**src/hw/analog_pin_select_pkg.sv**
```systemverilog
/*
 Package for the analog pin select registers: special function register
 addresses, field positions, reset values and the carrier structs.
 Assumes an 8-bit special function register bus on a single clock.
*/
package analog_pin_select_pkg;

	localparam logic [7:0] PORT0_ANALOG_CONNECT_ADDR = 8'h9a;
	localparam logic [7:0] SENSE_CHANNEL_SELECT_ADDR = 8'hab;

	localparam int         SENSE_DISCONNECT_BIT      = 7;
	localparam int         SENSE_RESERVED_BIT        = 6;
	localparam int         SENSE_CODE_MSB            = 5;
	localparam int         SENSE_CHANNELS            = 43;
	localparam logic [5:0] SENSE_CODE_LAST           = 6'h2a;

	localparam logic [7:0] SENSE_CHANNEL_SELECT_RST  = 8'h80;
	localparam logic [7:0] PORT0_ANALOG_CONNECT_RST  = 8'h00;

	typedef struct packed {
		logic       wr;
		logic       rd;
		logic [7:0] addr;
		logic [7:0] wdata;
	} sfr_req_s;

	typedef struct packed {
		logic                      disconnect;
		logic                      code_valid;
		logic [SENSE_CHANNELS-1:0] channel_en;
	} sense_sel_s;

endpackage

```
**src/hw/analog_pin_select_regs.sv**
```systemverilog
/*
 Sense channel select register and port-0 analog connect register, with
 the decoders that turn them into analog switch enables.
 Assumes the processor's special function register bus on the same clock;
 reads return data combinationally in the cycle of the read strobe.
 The switch enables come from flip-flops; the analog switches sit outside
 and must tolerate any pin combination that software chooses.
*/
// Functional notes
// - Disconnect bit 7 set isolates the sense converter from all pins; here it clears only the sense channel enables, not the port-0 connects.
// - Disconnect bit: 0 connected, 1 disconnected; resets to 1.
// - Code in bits 5:0 selects one channel, 0 to 42; higher reserved.
// - For conversion the multiplexer presents the selected pin.
// - Several pin connect bits may be set together for sensing.
// - Each port-0 bit connects its pin when 1; all reset to 0.
// - Port-1 connect register, same layout, lies outside this block.
module analog_pin_select_regs
	import analog_pin_select_pkg::*;
(
	input  wire logic                      i_clk,
	input  wire logic                      i_rst_n,
	input  wire logic                      i_ce,
	input  wire sfr_req_s                  i_sfr,
	output logic      [7:0]                o_sfr_rdata,
	output logic                           o_sfr_hit,
	output logic      [7:0]                o_port0_pin_connect,
	output logic      [SENSE_CHANNELS-1:0] o_sense_channel_en,
	output logic                           o_sense_disconnect,
	output logic      [5:0]                o_sense_channel_code
);

	logic [7:0]                port0_analog_connect;
	logic [7:0]                next_port0_analog_connect;
	logic                      port0_wr_en;

	logic                      sense_disconnect;
	logic                      next_sense_disconnect;
	logic                      sense_reserved;
	logic                      next_sense_reserved;
	logic [5:0]                sense_channel_code;
	logic [5:0]                next_sense_channel_code;
	logic [7:0]                sense_channel_select;
	logic                      sense_wr_en;

	logic [SENSE_CHANNELS-1:0] next_channel_match;
	sense_sel_s                sense_sel;
	sense_sel_s                next_sense_sel;

	// Address decode, shared by the write enables and the read hit flag
	function automatic logic is_port0_addr(input logic [7:0] a);
		is_port0_addr = (a == PORT0_ANALOG_CONNECT_ADDR);
	endfunction

	function automatic logic is_sense_addr(input logic [7:0] a);
		is_sense_addr = (a == SENSE_CHANNEL_SELECT_ADDR);
	endfunction

	// Port-1 connect address is left undecoded; it lives elsewhere
	function automatic logic addr_hit(input logic [7:0] a);
		addr_hit = is_port0_addr(a) || is_sense_addr(a);
	endfunction

	// Codes past the last channel are reserved and select nothing
	function automatic logic code_ok(input logic [5:0] code);
		code_ok = (code <= SENSE_CODE_LAST);
	endfunction

	function automatic logic code_match(input logic [5:0] code,
	                                    input int         c);
		code_match = code_ok(code) && (code == 6'(c));
	endfunction

	always_comb begin
		port0_wr_en = i_ce && i_sfr.wr && is_port0_addr(i_sfr.addr);
	end

	always_comb begin
		sense_wr_en = i_ce && i_sfr.wr && is_sense_addr(i_sfr.addr);
	end

	// Any mix of pins is accepted; one pin for conversion is up to software
	always_comb begin
		next_port0_analog_connect = port0_analog_connect;
		if (port0_wr_en) begin
			next_port0_analog_connect = i_sfr.wdata;
		end
	end

	always_comb begin
		next_sense_disconnect = sense_disconnect;
		if (sense_wr_en) begin
			next_sense_disconnect = i_sfr.wdata[SENSE_DISCONNECT_BIT];
		end
	end

	// Stored as written so a read shows exactly what software put there
	always_comb begin
		next_sense_reserved = sense_reserved;
		if (sense_wr_en) begin
			next_sense_reserved = i_sfr.wdata[SENSE_RESERVED_BIT];
		end
	end

	always_comb begin
		next_sense_channel_code = sense_channel_code;
		if (sense_wr_en) begin
			next_sense_channel_code = i_sfr.wdata[SENSE_CODE_MSB:0];
		end
	end

	always_ff @(posedge i_clk) begin
		if (!i_rst_n) begin
			port0_analog_connect <= PORT0_ANALOG_CONNECT_RST;
		end else if (i_ce) begin
			port0_analog_connect <= next_port0_analog_connect;
		end
	end

	// Sensing starts isolated from every pin
	always_ff @(posedge i_clk) begin
		if (!i_rst_n) begin
			sense_disconnect <=
				SENSE_CHANNEL_SELECT_RST[SENSE_DISCONNECT_BIT];
		end else if (i_ce) begin
			sense_disconnect <= next_sense_disconnect;
		end
	end

	always_ff @(posedge i_clk) begin
		if (!i_rst_n) begin
			sense_reserved <=
				SENSE_CHANNEL_SELECT_RST[SENSE_RESERVED_BIT];
		end else if (i_ce) begin
			sense_reserved <= next_sense_reserved;
		end
	end

	always_ff @(posedge i_clk) begin
		if (!i_rst_n) begin
			sense_channel_code <=
				SENSE_CHANNEL_SELECT_RST[SENSE_CODE_MSB:0];
		end else if (i_ce) begin
			sense_channel_code <= next_sense_channel_code;
		end
	end

	always_comb begin
		sense_channel_select =
			{sense_disconnect, sense_reserved, sense_channel_code};
	end

	generate
		for (genvar c = 0; c < SENSE_CHANNELS; c++) begin : g_ch
			assign next_channel_match[c] =
				code_match(next_sense_channel_code, c);
		end
	endgenerate

	always_comb begin
		next_sense_sel            = '0;
		next_sense_sel.disconnect = next_sense_disconnect;
		next_sense_sel.code_valid = code_ok(next_sense_channel_code);
		// Disconnect overrides whatever code is programmed
		if (!next_sense_disconnect) begin
			next_sense_sel.channel_en = next_channel_match;
		end
	end

	// Decoding into flops keeps decoder glitches off the analog switches
	always_ff @(posedge i_clk) begin
		if (!i_rst_n) begin
			sense_sel.disconnect <=
				SENSE_CHANNEL_SELECT_RST[SENSE_DISCONNECT_BIT];
			sense_sel.code_valid <=
				(SENSE_CHANNEL_SELECT_RST[SENSE_CODE_MSB:0] <= SENSE_CODE_LAST);
			sense_sel.channel_en <= '0;
		end else if (i_ce) begin
			sense_sel <= next_sense_sel;
		end
	end

	generate
		for (genvar p = 0; p < 8; p++) begin : g_pin
			assign o_port0_pin_connect[p] = port0_analog_connect[p];
		end
	endgenerate

	assign o_sense_channel_en   =
		sense_sel.channel_en & {SENSE_CHANNELS{sense_sel.code_valid}};
	assign o_sense_disconnect   = sense_sel.disconnect;
	assign o_sense_channel_code = sense_channel_code;

	always_comb begin
		o_sfr_hit = i_sfr.rd && addr_hit(i_sfr.addr);
	end

	// Unmapped reads and idle cycles return zero
	always_comb begin
		o_sfr_rdata = 8'h00;
		if (i_sfr.rd) begin
			case (i_sfr.addr)
				PORT0_ANALOG_CONNECT_ADDR: o_sfr_rdata = port0_analog_connect;
				SENSE_CHANNEL_SELECT_ADDR: o_sfr_rdata = sense_channel_select;
				default:                   o_sfr_rdata = 8'h00;
			endcase
		end
	end

endmodule // analog_pin_select_regs

```
**config.mk**
```make
export PLATFORM = sky130hd
export DESIGN_NAME = analog_pin_select_regs
export DESIGN_NICKNAME = d
export VERILOG_FILES = /design/src/hw/analog_pin_select_pkg.sv /design/src/hw/analog_pin_select_regs.sv
export SDC_FILE = /design/constraint.sdc
export NUM_CORES = 1
export LEC_CHECK = 0
export ABC_AREA = 1
export BUFFER_PORTS_ARGS = -buffer_cell sky130_fd_sc_hd__clkbuf_2
export CAP_MARGIN = 15
export CORE_MARGIN = 4
export CORE_UTILIZATION = 54
export CTS_BUF_LIST = sky130_fd_sc_hd__clkbuf_4 sky130_fd_sc_hd__clkbuf_8
export DETAILED_ROUTE_END_ITERATION = 8
export GPL_TIMING_DRIVEN = 0
export HOLD_SLACK_MARGIN = 0.08
export PLACE_DENSITY = 0.82
export SLEW_MARGIN = 25
export SYNTH_ARGS = -nofsm -noshare
export SYNTH_HDL_FRONTEND = slang
export SYNTH_SLANG_ARGS = --single-unit
```
**constraint.sdc**
```tcl
create_clock -name i_clk -period 1.5 [get_ports i_clk]
set_clock_uncertainty 0.05 [all_clocks]
set_input_delay 0.075 -clock i_clk [delete_from_list [all_inputs] [get_ports i_clk]]
set_output_delay 0.075 -clock i_clk [all_outputs]
set_load 0.05 [all_outputs]
```
Word level (Yosys, flattened, before mapping)
Cells that the tools add are included.
{"block": "word_totals", "out_inout_bits": 67, "ff_bits": 60, "elab_cells": 108, "inputBits": 21}
{"block": "op_classes", "bitwise": 1, "magnitude_cmp": 1, "eq_ne": 44, "n_mux": 5, "reduce_logical": 51}
{"op": "6-bit by 5-bit == test with 1-bit output (second input constant)", "n": 16}
{"op": "6-bit == test (second input constant)", "n": 11}
{"op": "6-bit by 4-bit == test with 1-bit output (second input constant)", "n": 8}
{"op": "1-bit logical AND", "n": 47}
{"op": "43-bit bitwise AND", "n": 1}
{"op": "43-bit two-way mux", "n": 1}
{"op": "6-bit by 3-bit == test with 1-bit output (second input constant)", "n": 4}
{"op": "8-bit == test (second input constant)", "n": 2}
{"op": "8-bit case mux with 2 select lines", "n": 1}
{"op": "6-bit by 2-bit == test with 1-bit output (second input constant)", "n": 2}
{"op": "8-bit two-way mux", "n": 1}
{"op": "6-bit by 1-bit == test with 1-bit output (second input constant)", "n": 1}
{"op": "6-bit less-or-equal comparator (second input constant)", "n": 1}
{"op": "6-bit zero test", "n": 1}
{"op": "6-bit two-way mux", "n": 1}
{"op": "2-bit AND reduction", "n": 2}
{"op": "1-bit logical OR", "n": 1}
{"op": "1-bit two-way mux", "n": 1}

Logic depth before layout (Yosys ltp)
Gate-level depths: netlist (run 1).
{"block": "logic_depth", "word_depth": 6, "ltp_mapped": 14, "mapped_depth_nobuf": 13}

Least setup slack after synthesis (run 1)
Ideal clock, no wire load.
{"block": "synth_path", "kind": "input to output", "startpoint": "input port i_sfr[14] (netlist bit)", "endpoint": "output port o_sfr_rdata[0]", "path_buffers": 2, "cell_stages": 9, "arrival_ns": 1.730, "required_time_ns": 1.375, "path_slack_ns": -0.355, "path_cell_list": "inv_1 nand2_1 nor2_2 buf_2 nand2_1 clkinv_1 buf_2 nand2_1 a21oi_1"}
{"block": "synth_via", "elab_chain_cells": 3, "elab_cells_between_ends": 4, "classes_between": "eq/ne (2); mux (2)"}
{"element": "from (decl)", "line": "analog_pin_select_regs.sv:23", "source": "input wire sfr_req_s i_sfr,"}
{"element": "8-bit == test", "line": "analog_pin_select_regs.sv:201", "source": "case (i_sfr.addr)"}
{"element": "8-bit case mux with 2 select lines *", "line": "analog_pin_select_regs.sv:201"}
{"element": "8-bit two-way mux *", "line": "analog_pin_select_regs.sv:200", "source": "if (i_sfr.rd) begin"}
{"element": "to (decl)", "line": "analog_pin_select_regs.sv:24", "source": "output logic [7:0] o_sfr_rdata,"}
Mark *: on every way between the ends. The rest lies on a longest branch, timed or not.

Worst setup path after layout (run 1)
{"block": "layout_path", "startpoint": "input port i_sfr[12] (netlist bit)", "endpoint": "register sense_sel[41] (netlist bit)"}
{"block": "layout_via", "elab_chain_cells": 6, "elab_cells_between_ends": 8, "classes_between": "order compare (1); eq/ne (2); mux (3); reduce/logical (2)"}
{"element": "8-bit == test *", "line": "analog_pin_select_regs.sv:55", "source": "is_sense_addr = (a == SENSE_CHANNEL_SELECT_ADDR);"}
{"element": "1-bit logical AND *", "line": "analog_pin_select_regs.sv:78", "source": "sense_wr_en = i_ce && i_sfr.wr && is_sense_addr(i_sfr.addr);"}
{"element": "6-bit two-way mux", "line": "analog_pin_select_regs.sv:106", "source": "if (sense_wr_en) begin"}
{"element": "6-bit less-or-equal comparator or 6-bit == test (tied branches)", "line": "analog_pin_select_regs.sv:65, analog_pin_select_regs.sv:70"}
{"element": "1-bit logical AND", "line": "analog_pin_select_regs.sv:70", "source": "code_match = code_ok(code) && (code == 6'(c));"}
{"element": "43-bit two-way mux *", "line": "analog_pin_select_regs.sv:164", "source": "if (!next_sense_disconnect) begin"}
{"element": "to (signal assigned)", "line": "analog_pin_select_regs.sv:178", "source": "sense_sel <= next_sense_sel;"}
{"element": "to (decl)", "line": "analog_pin_select_regs.sv:46", "source": "sense_sel_s sense_sel;"}
Marks and branches as above.
A chain may end at the register's enable or synchronous reset.

==> reports/qor.csv, run 1 <==
metric,value,unit
die_area,7300,sq um
hpwl,6830,microns
max_freq,0.659,GHz
p_int,0.00247,W
coreArea,5680,sq um
yosysTopAreaCellShare,37.1,%
relSlewSlack,56.4,%
grt_overflow_total,0,
wl_per_cell,15.3,microns
final.setup.worst_slack,-0.0179,ns
ys_top_cells_by_area,"dfxtp_1 (37%), nand2_1 (17%), a21oi_1 (8.0%)",
cts_made_buffers,9,
cellPowerDensity,728,nW/um^2
syn_area_per_cell,6.79,sq um
fin_crit_sh,101,%
synth-seq-area-share,37.1,%
max-cap-violations,0,
diodes,0,
clkLatencyLatePin,0.34,ns
switching_share,25.0,%
p_leak,2.10,nW
min_period,1.52,ns
final_core_util,79.7,%
multi_input_area,1780,sq um
vdd_drop_max,0.559,mV
synth_warnings,0,
crit_required,1.71,ns
ys_ff_latch,60,
netlist_area,3240,sq um
antenna_found_initial,0,
n_fill_cell,419,
grt_usage,27.4,%
grt_pass1_wl,16000,microns
grt_pass1_vias,3269,
clockBufferDepth,2,
drc,0,
regArea,1210,sq um
cts_tree,done,
via_per_inst,5.48,
status,finished with violations,
synth_top_cell_by_area,dfxtp_1,
clkTransAtPathRegs,0.06,ns
start_util,57.1,%
placed_cells,635,
instances_no_fill,669,
drv_slew,0,
vias,3663,
hp-class,in -> reg,
firstDrtPassIters,5,
critPathKind,in -> reg,
wl,10200,microns
cts_sinks,60,
start_kind,input port,
setup_viol,3,
switchingPower,0.000822,W
die_y,85.5,microns
failed_checks,negative setup slack,
grt_max_degree,11,
crit_arrival,1.72,ns
htree_num_levels,3,
drive_gt1_share,34.2,%
syn_inst,477,
power_frac_comb,7.3,%
design_area,4520,sq um
place_area,3860,sq um
io_pins,88,
final_antenna_net_count,0,
synth_cell_types,26,
drtIter0Drc,288,
path_max_fanout,10,
tightest_slew,0.651,ns
fp-row-count,27,
power_frac_clock,44.1,%
synth_fp_nets,498,
port_buffers,86,
hold_viol,0,
root_buffer,clkbuf_8,
power_frac_seq,48.6,%
area_growth,39.5,%
rsz0062_at_grt,yes,
place.gp.congestion,0.923,
fin_nets,613,
die_x,85.5,microns
cp-end-kind,register,
==> layer usage <==
metal / global-route usage, % / vias up / wire length [microns]
li1: - / 1738 / -
met1: 36.8 / 1705 / 4360
met2: 44.2 / 189 / 4920
met3: 4.08 / 31 / 699
met4: 10.5 / 0 / 258
met5: 0 / - / 0
==> synth_stat cells, drive strengths merged <==
library cell,instances
dfxtp,60
nand3,54
nand2,151
inv,64
a21oi,62
buf,15
clkinv,3
nor4,1
clkbuf,15
o21ai,4
nor2,31
nand4,17
==> repair_timing <==
| item | in CTS | in global routing |
|---|---|---|
| hold buffers | 11 | 0 |
| gates cloned | 0 | 2 |
| buffers inserted | 1 | 5 |
| resized for setup | 71 | 37 |
| hold endpoints to repair | 15 | 0 |
| pin swaps | 0 | 2 |
| endpoints found under the setup margin | 52 | 76 |
==> cell families after synthesis <==
kind of cell / count (synthesis) / share of synthesized area [%]
simple gates: 254 / 38.1
compound gates: 66 / 11.8
flops: 60 / 37.1
buf+inv: 97 / 13.0
==> layout by cell type, fill, tap and decap left out, types with 2 or more instances in the layout <==
cell type,count
a21oi_1,43
a21oi_2,11
a21oi_4,8
buf_2,6
buf_4,11
buf_6,8
buf_8,6
clkbuf_1,10
clkbuf_2,37
clkbuf_4,42
clkbuf_8,12
clkinv_1,2
clkinv_2,3
dfxtp_1,58
dlygate4sd3_1,11
inv_1,62
inv_2,2
nand2_1,139
nand2_2,9
nand2_4,3
nand3_1,33
nand3_2,20
nand4_1,17
nor2_1,16
nor2_2,8
nor2_4,7
o21ai_2,2
==> through the flow <==
| stage | power [W] | TNS, ns | hold WS [ns] | worst slack [ns] |
|---|---|---|---|---|
| floorplan | 0.00176 | 0 | 0.0950 | 0.00778 |
| global placement | 0.00183 | -15.04 | 0.255 | -0.322 |
| detailed placement | 0.00183 | -19.60 | 0.259 | -0.372 |
| CTS | 0.00325 | 0 | 0.127 | 0.00404 |
| global route | 0.00338 | -1.35 | 0.166 | -0.0950 |
| finish | 0.00329 | -0.0307 | 0.120 | -0.0179 |
==> power groups by stage <==
stage          registers [W]  logic, W  clock network (W)
5_1_grt              0.00160  0.000259            0.00152
3_5_place_dp         0.00163  0.000199                  0
4_1_cts              0.00160  0.000221            0.00143
3_3_place_gp         0.00163  0.000195                  0
6_report             0.00160  0.000240            0.00145
2_1_floorplan        0.00163  0.000127                  0
==> sequential cells by signal, indices dropped and copies added (netlist names) <==
signal,flops
o_sense_disconnect,1
sense_reserved,1
o_sense_channel_code,6
sense_sel,44
o_port0_pin_connect,8
==> worst max-delay path, cell delays in order <==
cell      delay (ns)
clkbuf_2        0.08
inv_1           0.08
nand2_1         0.09
nor2_4          0.13
buf_6           0.16
buf_6           0.15
nand4_1         0.09
nand2_1         0.15
nand2_2         0.12
nor2_2          0.30
nand3_1         0.14
a21oi_1         0.15
==> path summary, 6_finish.rpt <==
check	end	cells past startpoint	slack, ns	from
max	sense_sel[41]	12	-0.02	i_sfr[12]
min reg2reg	sense_reserved	2	0.40	sense_reserved
min	o_sense_channel_code[2]	5	0.12	i_sfr[2]
max reg2reg	sense_sel[40]	7	-0.01	o_sense_channel_code[1]
==> final cells by class <==
type / instances / share of cell area (%)
clock buffer: 11 / 3.07
buffer: 29 / 4.51
clock inverter: 5 / 1.16
sequential: 60 / 26.7
tap: 72 / 1.99
inverter: 67 / 5.62
timing repair buffer: 105 / 17.5
multi-input combinational: 320 / 39.4
No activity file was read; power rests on OpenSTA's default activity.
==> run 2: changes to the inputs <==
- CORE_MARGIN: 4 -> 2
- SETUP_SLACK_MARGIN: default -> 0.4
==> run 2 against run 1 <==
Compared with the run above: the flow now stops in clock tree synthesis; synthesized area unchanged; synthesized cell count did not move.
==> reports/qor.csv, run 2 <==
metric,value,unit,change
synth-seq-area-share,37.1,%,unchanged
cts-resized-gates,289,,was 71
yosysTopAreaCellShare,37.1,%,unchanged
synthFlopType,dfxtp_1,,unchanged
fp-row-count,28,,was 27
synth_warnings,0,,unchanged
cts_hold_buf,9,,was 11
failed_stage,clock tree synthesis,,
synth_edf_count,0,,unchanged
post-cts-setup-buffers,22,,was 1
status,stopped before the end,,was finished with violations
synth_top_cell_by_area,dfxtp_1,,unchanged
syn_area_per_cell,6.79,sq um,unchanged
synth.cells.most_frequent,"nand2_1 (147), inv_1 (63), dfxtp_1 (60)",,unchanged
syn_inst,477,,unchanged
ys_ff_latch,60,,unchanged
port_buffers,86,,unchanged
place_area,4300,sq um,was 3860 sq um
ys_top_cells_by_area,"dfxtp_1 (37%), nand2_1 (17%), a21oi_1 (8.0%)",,unchanged
io_pins,88,,unchanged
start_util,55.4,%,was 57.1%
synth_fp_nets,498,,unchanged
cts_made_buffers,9,,unchanged
clockBufferDepth,2,,unchanged
dp_worst_setup_slack,-0.303,ns,was -0.372 ns
die_x,81.5,microns,was 85.5 microns
htree_num_levels,3,,unchanged
error_line,"[ERROR DPL-0038] Utilization greater than 100%, impossible to legalize",,
synth-async-reset-ratio,0,%,unchanged
netlist_area,3240,sq um,unchanged
synth_cell_types,26,,unchanged
place.gp.congestion,0.925,,was 0.923
cts_sinks,60,,unchanged
die_y,81.5,microns,was 85.5 microns
root_buffer,clkbuf_8,,unchanged
hpwl,6900,microns,was 6830 microns
yosysMostFrequentCell,nand2_1,,unchanged
run 2: metrics by stage:
step / TNS, ns / instances
2_1_floorplan: 0 / 477
3_3_place_gp: -8.08 / 638
3_5_place_dp: -10.46 / 638
run 2: logic make-up after synthesis:
family                 synth area share (%)
AND/OR/NAND/NOR                        38.1
flip-flops                             37.1
AO/OA/AOI/OAI                          11.8
buffers and inverters                  13.0
==> run 3: changes to the inputs <==
- CORE_UTILIZATION: 54 -> 40
- CTS_BUF_LIST: sky130_fd_sc_hd__clkbuf_4 sky130_fd_sc_hd__clkbuf_8 -> default
- HOLD_SLACK_MARGIN: 0.08 -> default
- PLACE_DENSITY: 0.82 -> default
- PLACE_DENSITY_LB_ADDON: default -> 0.15
- SETUP_SLACK_MARGIN: 0.4 -> default
==> run 3 against run 2 <==
Compared with the run above: the flow now finishes without violations.
==> reports/qor.csv, run 3 (synthesis gave the netlist of run 1 again) <==
metric,value,unit,change
place_area,3890,sq um,was 4300 sq um
cts_sinks,60,,unchanged
critPathKind,reg -> reg,,
wl_per_cell,13.0,microns,
via_per_inst,4.85,,
top_register,sense_sel,,
fin_crit_sh,99.2,%,
firstDrtPassIters,5,,
antenna_found_initial,0,,
tightest_slew,0.647,ns,
start_kind,register,,
crit_arrival,1.72,ns,
final_antenna_net_count,0,,
max_freq,0.672,GHz,
placed_cells,665,,was 638
critPathMaxStageDelay,0.34,ns,
clkTransAtPathRegs,0.07,ns,
fin_nets,607,,
most-common-layout-cells,"nand2_1 (144), inv_1 (63), dfxtp_1 (58), a21oi_1 (43), clkbuf_2 (39)",,
io_pins,88,,unchanged
diodes,0,,
rsz0062_at_grt,yes,,
setup.reg_to_reg.worst_slack,0.01,ns,
drv_slew,0,,
grt_pass1_wl,14700,microns,
hpwl,6670,microns,was 6900 microns
cellPowerDensity,688,nW/um^2,
dp_worst_setup_slack,-0.366,ns,was -0.303 ns
grt_pass1_vias,3091,,
htree_num_levels,3,,unchanged
holdPathStages,3,,
mostFrequentLayoutCell,nand2_1,,
drc,0,,
min_period,1.49,ns,
die_area,8840,sq um,
path_common_cell,nand2_1,,
total_power,0.00304,W,
r2r-start,o_sense_channel_code[2],,
cts_made_buffers,9,,unchanged
design_area,4430,sq um,
cpMaxStageDelayCell,dfxtp_1,,
max-cap-violations,0,,
status,completed,,was stopped before the end
coreArea,7810,sq um,
worstRegToRegCells,9,,
wl,9020,microns,
vdd_drop_max,0.383,mV,
drive_gt1_share,33.3,%,
cp-end-kind,register,,
n_fill_cell,772,,
hold_viol,0,,
path_cells,"inv_1, nand2_1, nand2_1, nand2_1, nor2_2, nand2_1, nand2_1, nand2_1, nand2_1",,
die_y,94.0,microns,was 81.5 microns
path_max_fanout,4,,
whs_endpoint,sense_sel[4],,
p_leak,2.01,nW,
root_buffer,clkbuf_8,,unchanged
port_buffers,86,,unchanged
crit_required,1.73,ns,
relSlewSlack,56.6,%,
die_x,94.0,microns,was 81.5 microns
cts_tree,done,,
fp-row-count,32,,was 28
clockBufferDepth,2,,unchanged
vias,3363,,
clkLatencyLatePin,0.34,ns,
regArea,1210,sq um,
hp-class,in -> reg,,
grt_max_degree,11,,
place.gp.congestion,0.916,,was 0.925
grt_usage,21.3,%,
area_growth,36.6,%,
drtIter0Drc,195,,
multi_input_area,1780,sq um,
start_util,41.5,%,was 55.4%
instances_no_fill,693,,
largest_reg_flops,44,,
final.setup.worst_slack,0.0120,ns,
hp-start,i_ce,,
setup_viol,0,,
r2r_end,sense_sel[43],,
grt_overflow_total,0,,
==> run 3: how the worst max path moves through the flow <==
stage	to	depth (start not counted)	start	slack, ns
after floorplan	sense_sel[20]	8	o_sense_disconnect	0.008
after global placement	o_sfr_rdata[6]	11	i_sfr[14]	-0.33
after detailed placement	o_sfr_rdata[1]	11	i_sfr[10]	-0.37
after CTS	o_sense_channel_en[29]	4	sense_sel[43]	0.008
after global routing	sense_sel[43]	9	o_sense_channel_code[2]	-0.07
final	sense_sel[43]	9	o_sense_channel_code[2]	0.01
==> run 3: power by group <==
group          switching [W]  internal (W)
logic               0.000152     0.0000723
clock network       0.000630      0.000590
registers         0.00000434       0.00159
total               0.000786       0.00226
==> run 3: area by class of cell <==
| cell class | instances | share of cell area, % |
|---|---|---|
| buffer | 28 | 4.18 |
| clock buffer | 11 | 2.97 |
| clock inverter | 5 | 0.650 |
| inverter | 67 | 5.71 |
| tap | 102 | 2.88 |
| multi-input combinational | 321 | 40.3 |
| sequential | 60 | 27.3 |
| timing repair buffer | 99 | 16.0 |
==> run 3: metal layers <==
| layer | part of all wire, % | routed length, microns | global-route usage, % |
|---|---|---|---|
| met5 | 0 | 0 | 0 |
| met2 | 45 | 4060 | 34.0 |
| met1 | 49 | 4370 | 28.8 |
| met4 | 1.3 | 119 | 6.64 |
| met3 | 5.2 | 465 | 4.57 |
==> run 3: worst max-delay path, delay by kind of cell, from the launching register on <==
kind	cells	cell delay [ns]
buffers and inverters	1	0.06
flip-flops	1	0.34
AND/OR/NAND/NOR	8	0.97
==> run 3: what timing repair did <==
| action | CTS | global route |
|---|---|---|
| cloned | 0 | 1 |
| setup buffers | 2 | 2 |
| pin swaps | 1 | 3 |
| hold endpoints to repair | 10 | 0 |
| setup endpoints to repair | 52 | 83 |
| resized for setup | 59 | 42 |
| hold buffers | 9 | 0 |
==> run 3: stage by stage <==
step | hold WS, ns | setup TNS (ns) | utilization, %
floorplan | 0.0950 | 0 | -
global placement | 0.271 | -15.57 | 49.9
detailed placement | 0.260 | -16.35 | 49.9
CTS | 0.0324 | 0 | 55.4
global route | 0.0773 | -0.306 | 56.7
finish | 0.0426 | 0 | 56.7
==> run 4: changes to the inputs <==
==> constraint.sdc (replaced) <==
create_clock -name i_clk -period 1.5 [get_ports i_clk]
set_clock_uncertainty 0.05 [all_clocks]
set_input_delay 0.3 -clock i_clk [delete_from_list [all_inputs] [get_ports i_clk]]
set_output_delay 0.3 -clock i_clk [all_outputs]
set_load 0.05 [all_outputs]
==> run 4 against run 3 <==
Compared with the run above: the run now ends with negative setup slack left; global-route usage increased by 6.3 points; via count is 22% higher; sequential power is essentially flat; non-clock buffer count up 30; die area stayed put; clock power up 8%; clock-buffer cell count did not move; critical path depth rose by 5; final cell count rose by 4.5%; core utilization is 30 points higher; largest power group unchanged; highest routed layer unchanged.
==> reports/qor.csv, run 4 (synthesis gave the netlist of run 1 again) <==
metric,value,unit,change
fin_nets,638,,was 607
tightest_slew,0.707,ns,was 0.647 ns
hpwl,6900,microns,was 6670 microns
drtIter0Drc,408,,was 195
final_antenna_net_count,0,,unchanged
io_pins,88,,unchanged
crit_required,1.74,ns,was 1.73 ns
cellPowerDensity,490,nW/um^2,was 688 nW/um^2
met2_length,7360,microns,was 4060 microns
start_util,41.5,%,unchanged
critPathKind,in -> reg,,was reg -> reg
relSlewSlack,52.9,%,was 56.6%
dp_worst_setup_slack,-0.587,ns,was -0.366 ns
rsz0062_at_grt,yes,,unchanged
die_x,94.0,microns,unchanged
failed_checks,negative setup slack,,
clkLatencyLatePin,0.36,ns,was 0.34 ns
holdPathStages,2,,was 3
wl,14400,microns,was 9020 microns
min_period,1.79,ns,was 1.49 ns
coreArea,7810,sq um,unchanged
diodes,0,,unchanged
path_max_fanout,5,,was 4
clockBufferDepth,2,,unchanged
area_growth,109,%,was 36.6%
route.met3.wl,927,microns,was 465 microns
r2r-start,o_sense_channel_code[3],,was o_sense_channel_code[2]
wl_per_cell,19.9,microns,was 13.0 microns
grt_pass1_wl,18900,microns,was 14700 microns
final.setup.worst_slack,-0.295,ns,was 0.0120 ns
cts_sinks,60,,unchanged
fin_crit_sh,120,%,was 99.2%
die_y,94.0,microns,unchanged
grt_pass1_vias,3838,,was 3091
fp-row-count,32,,unchanged
die_area,8840,sq um,unchanged
cts_hold_buf,0,,was 9
grt_max_degree,11,,unchanged
status,finished with violations,,was completed
clkTransAtPathRegs,0.07,ns,about the same
htree_num_levels,3,,unchanged
worstRegToRegCells,7,,was 9
via_per_inst,5.67,,was 4.85
root_buffer,clkbuf_8,,unchanged
cts_made_buffers,9,,unchanged
r2r_end,sense_sel[34],,was sense_sel[43]
p_leak,2.41,nW,was 2.01 nW
start_kind,input port,,was register
regArea,1200,sq um,was 1210 sq um
fin_hold_ws,0.119,ns,was 0.0426 ns
setup.reg_to_reg.worst_slack,0.02,ns,was 0.01 ns
hp-class,in -> reg,,unchanged
drc,0,,unchanged
port_buffers,86,,unchanged
top_layer_used,met4,,unchanged
vias,4106,,was 3363
n_fill_cell,339,,was 772
max-cap-violations,0,,unchanged
largest_reg_flops,44,,unchanged
cts_tree,done,,unchanged
place.gp.congestion,0.911,,was 0.916
setup_viol,96,,was 0
drv_slew,0,,unchanged
vdd_drop_max,0.363,mV,was 0.383 mV
grt_usage,27.7,%,was 21.3%
hp-start,i_rst_n,,was i_ce
drive_gt1_share,65.6,%,was 33.3%
drt-met1-wl,5290,microns,was 4370 microns
grt_overflow_total,0,,unchanged
max_freq,0.557,GHz,was 0.672 GHz
crit_arrival,2.03,ns,was 1.72 ns
cp-end-kind,register,,unchanged
most-common-layout-cells,"nand2_1 (65), nand2_4 (64), dfxtp_1 (59), clkinvlp_4 (41), buf_8 (39)",,"was nand2_1 (144), inv_1 (63), dfxtp_1 (58), a21oi_1 (43), clkbuf_2 (39)"
multi_input_area,2850,sq um,was 1780 sq um
top_register,sense_sel,,unchanged
hold_viol,0,,unchanged
whs_endpoint,o_sense_disconnect,,was sense_sel[4]
antenna_found_initial,0,,unchanged
mostFrequentLayoutCell,nand2_1,,unchanged
firstDrtPassIters,7,,was 5
-- run 4: layout make-up --
| cell class | count | area share [%] |
|---|---|---|
| buffer | 27 | 3.55 |
| clock buffer | 11 | 2.09 |
| clock inverter | 5 | 0.407 |
| timing repair buffer | 130 | 25.6 |
| inverter | 67 | 6.47 |
| multi-input combinational | 322 | 42.1 |
| tap | 102 | 1.89 |
| sequential | 60 | 17.8 |
-- run 4: repair_timing --
action                                  CTS  global route
cloned                                    8             2
resized for setup                       290           172
endpoints found under the setup margin   90            97
pin swaps                                44            40
setup buffers                            25            13
-- run 4: worst max-delay path by stage --
stage	startpoint	to
finish	i_sfr[10]	sense_sel[36]
CTS	i_sfr[12]	o_sfr_rdata[4]
detailed placement	i_sfr[10]	o_sfr_rdata[4]
global route	i_sfr[12]	sense_sel[38]
global placement	i_sfr[10]	o_sfr_rdata[2]
floorplan	i_sfr[10]	o_sfr_rdata[0]
-- run 4: critical path, cell delays in order --
cell and delay, ns:
clkbuf_16 0.13, inv_12 0.04, nand2_4 0.04, nor2_4 0.10
buf_6 0.12, buf_6 0.11, buf_12 0.10, nand3_4 0.13
buf_6 0.16, o21ai_4 0.20, nand2_4 0.10, nor2_4 0.22
nand3_2 0.11, a21oi_2 0.15
-- run 4: per-layer routing --
metal	track usage (%)	vias up
met5	0	-
met4	12.1	0
met3	4.74	94
met2	48.0	260
met1	33.4	1949
li1	-	1803
-- run 4: power breakdown --
part           internal (W)  switching (W)
Combinational      0.000150       0.000244
Sequential          0.00159     0.00000515
Clock              0.000633       0.000690
-- run 4: through the flow --
| step | total power, W | TNS (ns) | cells | cell area [sq um] | util [%] |
|---|---|---|---|---|---|
| final | 0.00332 | -20.53 | 724 | 6770 | 86.7 |
| after global placement | 0.00185 | -35.94 | 665 | 4290 | 55.0 |
| after floorplan | 0.00178 | -4.54 | 477 | 3740 | - |
| after detailed placement | 0.00185 | -39.50 | 665 | 4290 | 55.0 |
| after CTS | 0.00318 | -14.32 | 713 | 6100 | 78.1 |
| after global routing | 0.00340 | -25.09 | 724 | 6770 | 86.7 |
